--- config.mk ---
export PLATFORM = sky130hd
export DESIGN_NAME = lcdrp_port
export DESIGN_NICKNAME = d
export VERILOG_FILES = /design/src/rtl/lcdrp_pkg.sv /design/src/rtl/lcdrp_port.sv /design/src/rtl/lcdrp_sync.sv
export VERILOG_INCLUDE_DIRS = /design/src /design/src/rtl
export SDC_FILE = /design/constraint.sdc
export NUM_CORES = 1
export LEC_CHECK = 0
export BUFFER_PORTS_ARGS = -buffer_cell sky130_fd_sc_hd__buf_2
export CAP_MARGIN = 20
export CORE_UTILIZATION = 44
export DETAILED_ROUTE_END_ITERATION = 12
export HOLD_SLACK_MARGIN = 0.08
export PLACE_DENSITY = 0.78
export SLEW_MARGIN = 0
export SYNTH_ARGS = -nofsm -noshare
export SYNTH_HDL_FRONTEND = slang
export SYNTH_SLANG_ARGS = --single-unit
--- constraint.sdc ---
create_clock -name mclk_i -period 1.44 [get_ports mclk_i]
set_input_delay 0 -clock mclk_i [delete_from_list [all_inputs] [get_ports mclk_i]]
set_output_delay 0 -clock mclk_i [all_outputs]
set_load 0.02 [all_outputs]
--- src/rtl/lcdrp_defs.svh ---
/*
 * Offsets, field positions and reset values of the display access port.
 * Assumes inclusion by bare name from rtl files; definitions only.
 */
`ifndef LCDRP_DEFS_SVH
`define LCDRP_DEFS_SVH

`define LCDRP_PORT_OFFSET 16'h0010
`define LCDRP_WIN_AW 16
`define LCDRP_REG_W 16
`define LCDRP_BIT_FIRST 0
`define LCDRP_BIT_SECOND 1
`define LCDRP_BIT_CMDDATA 6
`define LCDRP_BIT_DIR 7
`define LCDRP_DATA_LSB 8
`define LCDRP_DATA_MSB 15
`define LCDRP_LOW_MASK 8'hc3
`define LCDRP_RESET_VAL 16'h0000

`endif

--- src/rtl/lcdrp_pkg.sv ---
/*
 * Types shared by the display access port.
 * Assumes the constants header is compiled alongside.
 */
package lcdrp_pkg;
	typedef logic [15:0] lcdrp_word_t;
	typedef logic [7:0] lcdrp_byte_t;
endpackage

--- src/rtl/lcdrp_port.sv ---
/*
 * Display access port: one 16-bit register on the processor bus, held
 * onto a slow character display module.
 * Assumes the bus presents a chip select, a byte offset inside the
 * chip-select window, a write strobe and a read strobe, each valid for
 * one cycle per access; the bus master sequences the module handshake.
 */
// Behaviour
// - Single 16-bit register; every access completes in one bus cycle.
// - Last written control stays driven onto the module; data is driven only while bit 7 is 0.
// - Bit 0 drives first module-half select, active high.
// - Bit 1 drives second module-half select; bits 2 to 5 unused.
// - Bit 6 drives command/data select: 0 command, 1 display data.
// - Bit 7 drives direction: 0 write to module, 1 read.
// - Bits 8..15 carry module bits 7..0; out on write, in on read.
// - Decoded at offset 0x0010 in chip select window, map enable set.
`timescale 1ns/10ps
`include "lcdrp_defs.svh"
module lcdrp_port (
	// Clock and reset
	input wire logic mclk_i,
	input wire logic rstn_i,
	// Processor bus
	input wire logic display_chip_select_i,
	input wire logic map_enable_i,
	input wire logic [15:0] addr_i,
	input wire logic wr_i,
	input wire logic rd_i,
	input wire logic [15:0] wdata_i,
	output logic [15:0] rdata_o,
	output logic ack_o,
	// Display module
	output logic first_half_enable_o,
	output logic second_half_enable_o,
	output logic cmd_data_select_o,
	output logic dir_read_o,
	input wire logic [7:0] mod_data_i,
	output logic [7:0] mod_data_o,
	output logic [7:0] mod_data_oe_o
);
	// ********************************
	// Decode and helpers
	// ********************************
	function automatic lcdrp_pkg::lcdrp_byte_t bit_rev(
		input lcdrp_pkg::lcdrp_byte_t b);
		lcdrp_pkg::lcdrp_byte_t r;
		for (int i = 0; i < 8; i++) begin
			r[i] = b[7 - i];
		end
		return r;
	endfunction

	logic hit;
	lcdrp_pkg::lcdrp_byte_t pins_sync;

	// Map enable is a board strap, not an on-chip signal, so it is synced
	logic [1:0] men_q;
	logic [1:0] men_d;

	lcdrp_sync u_sync (
		.mclk_i(mclk_i),
		.rstn_i(rstn_i),
		.async_i(mod_data_i),
		.sync_o(pins_sync)
	);

	always_comb begin
		men_d = {men_q[0], map_enable_i};
		if (!rstn_i) begin
			men_d = 2'b00;
		end
	end

	always_ff @(posedge mclk_i) begin
		men_q <= men_d;
	end

	assign hit = display_chip_select_i && men_q[1] &&
		(addr_i == `LCDRP_PORT_OFFSET);

	// ********************************
	// Access register
	// ********************************
	lcdrp_pkg::lcdrp_word_t word_q;
	lcdrp_pkg::lcdrp_word_t word_d;
	lcdrp_pkg::lcdrp_word_t rdata_q;
	lcdrp_pkg::lcdrp_word_t rdata_d;
	logic ack_q;
	logic ack_d;

	always_comb begin
		word_d = word_q;
		rdata_d = rdata_q;
		ack_d = 1'b0;
		if (hit && wr_i) begin
			// Unused bits 2..5 are not stored and read back zero
			word_d = wdata_i & 16'hffc3;
			ack_d = 1'b1;
		end else if (hit && rd_i) begin
			// Byte comes from module pins, low half from stored bits
			rdata_d = {bit_rev(pins_sync),
				word_q[7:0] & `LCDRP_LOW_MASK};
			ack_d = 1'b1;
		end
		if (!rstn_i) begin
			word_d = `LCDRP_RESET_VAL;
			rdata_d = 16'h0000;
			ack_d = 1'b0;
		end
	end

	always_ff @(posedge mclk_i) begin
		word_q <= word_d;
		rdata_q <= rdata_d;
		ack_q <= ack_d;
	end

	// ********************************
	// Module pins
	// ********************************
	// Selects follow the register directly; the master orders the
	// writes so data and direction settle before a half is selected.
	assign first_half_enable_o = word_q[`LCDRP_BIT_FIRST];
	assign second_half_enable_o = word_q[`LCDRP_BIT_SECOND];
	assign cmd_data_select_o = word_q[`LCDRP_BIT_CMDDATA];
	assign dir_read_o = word_q[`LCDRP_BIT_DIR];
	assign mod_data_o =
		bit_rev(word_q[`LCDRP_DATA_MSB:`LCDRP_DATA_LSB]);
	assign mod_data_oe_o = {8{~word_q[`LCDRP_BIT_DIR]}};
	assign rdata_o = rdata_q;
	assign ack_o = ack_q;
endmodule

--- src/rtl/lcdrp_sync.sv ---
/*
 * Two-flop synchroniser for the display module data pins.
 * Assumes a single clock domain on the consumer side.
 */
`timescale 1ns/10ps
module lcdrp_sync (
	// Clock and reset
	input wire logic mclk_i,
	input wire logic rstn_i,
	// Data
	input wire logic [7:0] async_i,
	output logic [7:0] sync_o
);
	logic [7:0] meta_q;
	logic [7:0] meta_d;
	logic [7:0] sync_q;
	logic [7:0] sync_d;

	always_comb begin
		meta_d = async_i;
		sync_d = meta_q;
		if (!rstn_i) begin
			meta_d = 8'h00;
			sync_d = 8'h00;
		end
	end

	always_ff @(posedge mclk_i) begin
		meta_q <= meta_d;
		sync_q <= sync_d;
	end

	assign sync_o = sync_q;
endmodule

==> results.txt <==
Top FF cell, synth: dfxtp_1
core area: 0.003416 mm^2
die area: 0.003888 mm^2
Yosys cell types: 18
yosys warns: 0
Post-Route WL: 3.331 mm
P&R area growth vs syn: 49.34%
Max Transition Viols Final: 0
worst r2r src: men_q[1]$_SDFF_PN0_
met1 Usage GRT: 19.22%
FP Rows: 21
CP required: 1740 ps
CTS tree: yes
Mapped Area: 0.001603 mm^2
top post-synthesis cells by count: nand2_1 (44), dfxtp_1 (43), mux2i_1 (24), and2_1 (18), buf_4 (11)
Clock transition at path regs: 110 ps
fmax: 761.1 MHz
number of synthesized flops with an enable pin: 0
fin crit share: 91.24%
Crit. End Element: flip-flop
status: finished clean
final net count: 312
Simple-Gate Fraction of Synth Area: 22.09%
Post-Synth Adder-Cell Area: 0%
H-tree levels: 2
Compound-Gate Fraction of Synth Area: 0.5464%
per-cell routed wire length: 10.68 um
Mapped Cells: 162
leak pwr: 1.053 nW
initial antenna violation count: 0
worst-case clock buffer depth: 2
cell count of the worst reg-to-reg path: 3
kind of critical path: in2reg
# diodes: 0
met2 global-route usage: 34.48%
synthesis-stage register bit count: 43
HP Class: in2reg
met3 Resource Use GR: 5.882%
internal power: 1.563 mW
switching power of the nets: 437.9 uW
P per Cell Area: 836.0 mW/mm^2
Root Driver: clkbuf_4
setup_tns: 0 ps
clk_skew: 4.366 ps
GRT Overall Usage: 18.54%
antenna viol nets, final: 0
share of the synthesized area in the top cell type: 53.71%
Clock power frac: 29.1%
final setup vio count: 0
HPWL after DPL: 1.979 mm
vias in the first global route: 1377
port bufs: 74
Seq pwr share: 60.8%
Avg Synthesized Cell Area: 9.894 um^2
drt via density: 4.362
die width: 62.36 um
clk sink count: 43
# IOs: 83
main combinational cell family by area after synthesis: simple AND/OR/NAND/NOR gates
drt first pass iters: 4
Clk Latency, worst-skew pair: 350 ps
ys async rst share: 0%
starting density of the core: 46.92%
R2R setup slack: 200 ps
RSZ-0062 raised after global routing: no
Area contributors post-synth: dfxtp_1 (54%), mux2i_1 (15%), nand2_1 (10%)
Fin. Hold Viols: 0
layout cell share with drive strength beyond 1: 33.46%
GPL Wtd Cong: 0.6997
mux share of post-synthesis cell area: 14.99%
Net Sw Frac: 21.88%
global-route wire length before repair: 5.685 mm
drt drc: 0
cell taking the most area after synthesis: dfxtp_1
largest net degree at the start of global routing: 40
register area share after synthesis: 53.71%
RR Endpoint: ack_o$_SDFF_PN0_
CTS buffer count: 5
xor-xnor portion of the synthesized cell area: 0%
most frequent cell after synthesis: nand2_1
Vias: 1361
Worst VDD drop: 0.6276 mV
startpoint types: input port
Comb pwr share: 10.1%
hold depth: 6
total gr overflow: 0
max-capacitance violation count: 0
Fin Hold WS: 223.1 ps
CP arrival: 1620 ps
Die Ht: 62.36 um
critical-path maximum fanout: 3
hold path start: addr_i[1]
Final min period: 1314 ps
grt peak-use layer: met2
hold endpoint: word_q[1]$_SDFFE_PN0P_
DR iter-0 viols: 45
==> critical path, stage by stage <==
cell and delay (ps):
dlygate4sd3_1 530, buf_2 130, nor4_4 170, dlygate4sd3_1 590, o2111ai_1 100, nor2_1 90
==> cells in the final DEF (no fill, tap or decap), types with 2 or more instances in the layout <==
| cell type | netlist | routed |
|---|---|---|
| clkbuf_4 | 0 | 6 |
| buf_2 | 0 | 73 |
| buf_4 | 11 | 2 |
| dlygate4sd3_1 | 0 | 36 |
| mux2i_1 | 24 | 24 |
| and2_1 | 18 | 18 |
| nor2_2 | 2 | 2 |
| buf_12 | 0 | 2 |
| nor4_1 | 2 | 2 |
| nand2_1 | 44 | 44 |
| dfxtp_1 | 43 | 43 |
| conb_1 | 1 | 4 |
==> power groups by stage <==
stage | registers (mW) | logic (mW) | clock network [mW]
5_1_grt | 1.22 | 0.223 | 0.671
4_1_cts | 1.22 | 0.193 | 0.608
3_3_place_gp | 1.24 | 0.121 | 0
6_report | 1.22 | 0.202 | 0.582
3_5_place_dp | 1.24 | 0.123 | 0
2_1_floorplan | 1.24 | 0.0662 | 0
==> worst max path at each step <==
stage / start / endpoint
final: addr_i[2] / ack_o$_SDFF_PN0_
after floorplan: addr_i[13] / rdata_o[7]$_SDFFE_PN0P_
after global placement: addr_i[9] / rdata_o[11]$_SDFFE_PN0P_
after global routing: addr_i[2] / ack_o$_SDFF_PN0_
after detailed placement: addr_i[9] / rdata_o[11]$_SDFFE_PN0P_
after CTS: addr_i[2] / ack_o$_SDFF_PN0_
==> kinds of logic after synthesis <==
family,after synthesis
AO/OA/AOI/OAI,1
buffers and inverters,21
flip-flops,43
multiplexers,24
other,1
AND/OR/NAND/NOR,72
==> final cells by class <==
class / instances / area, um^2
flip-flops and latches: 43 / 860.8
repair buffers: 114 / 788.3
clock buffers: 6 / 51.30
multi-input cells: 101 / 626.9
clock inverters: 1 / 5.005
fillers: 262 / 1022
inverters: 1 / 3.754
well taps: 46 / 57.56
==> metrics by stage <==
step,instance area [um^2],power (mW),worst slack (ps),utilization (%),std cells
finish,2394,2.001,126.1,70.07,312
floorplan,1614,1.309,364.7,-,165
global placement,1966,1.365,203.4,57.55,269
detailed placement,1966,1.367,87.57,57.55,269
CTS,2382,2.017,92.74,69.74,312
global route,2394,2.114,77.40,70.07,312
==> registers in the layout, indices dropped and copies added, names as in the netlist <==
signal,count
rdata_o,12
word_q,12
u_sync.meta_q,8
u_sync.sync_o,8
men_q,2
ack_o,1
==> per-layer routing <==
layer,part of all wire (%),routed length (um)
met1,43,1418
met2,50,1651
met3,6.2,206
met4,1.6,54
met5,0,0
==> timing repair <==
action,in CTS,in global routing
hold endpoints to repair,30,0
gates resized for setup,0,2
setup buffers,0,0
hold buffers,36,0
setup endpoints to repair,0,3
Power figures use the tool's default switching activity.
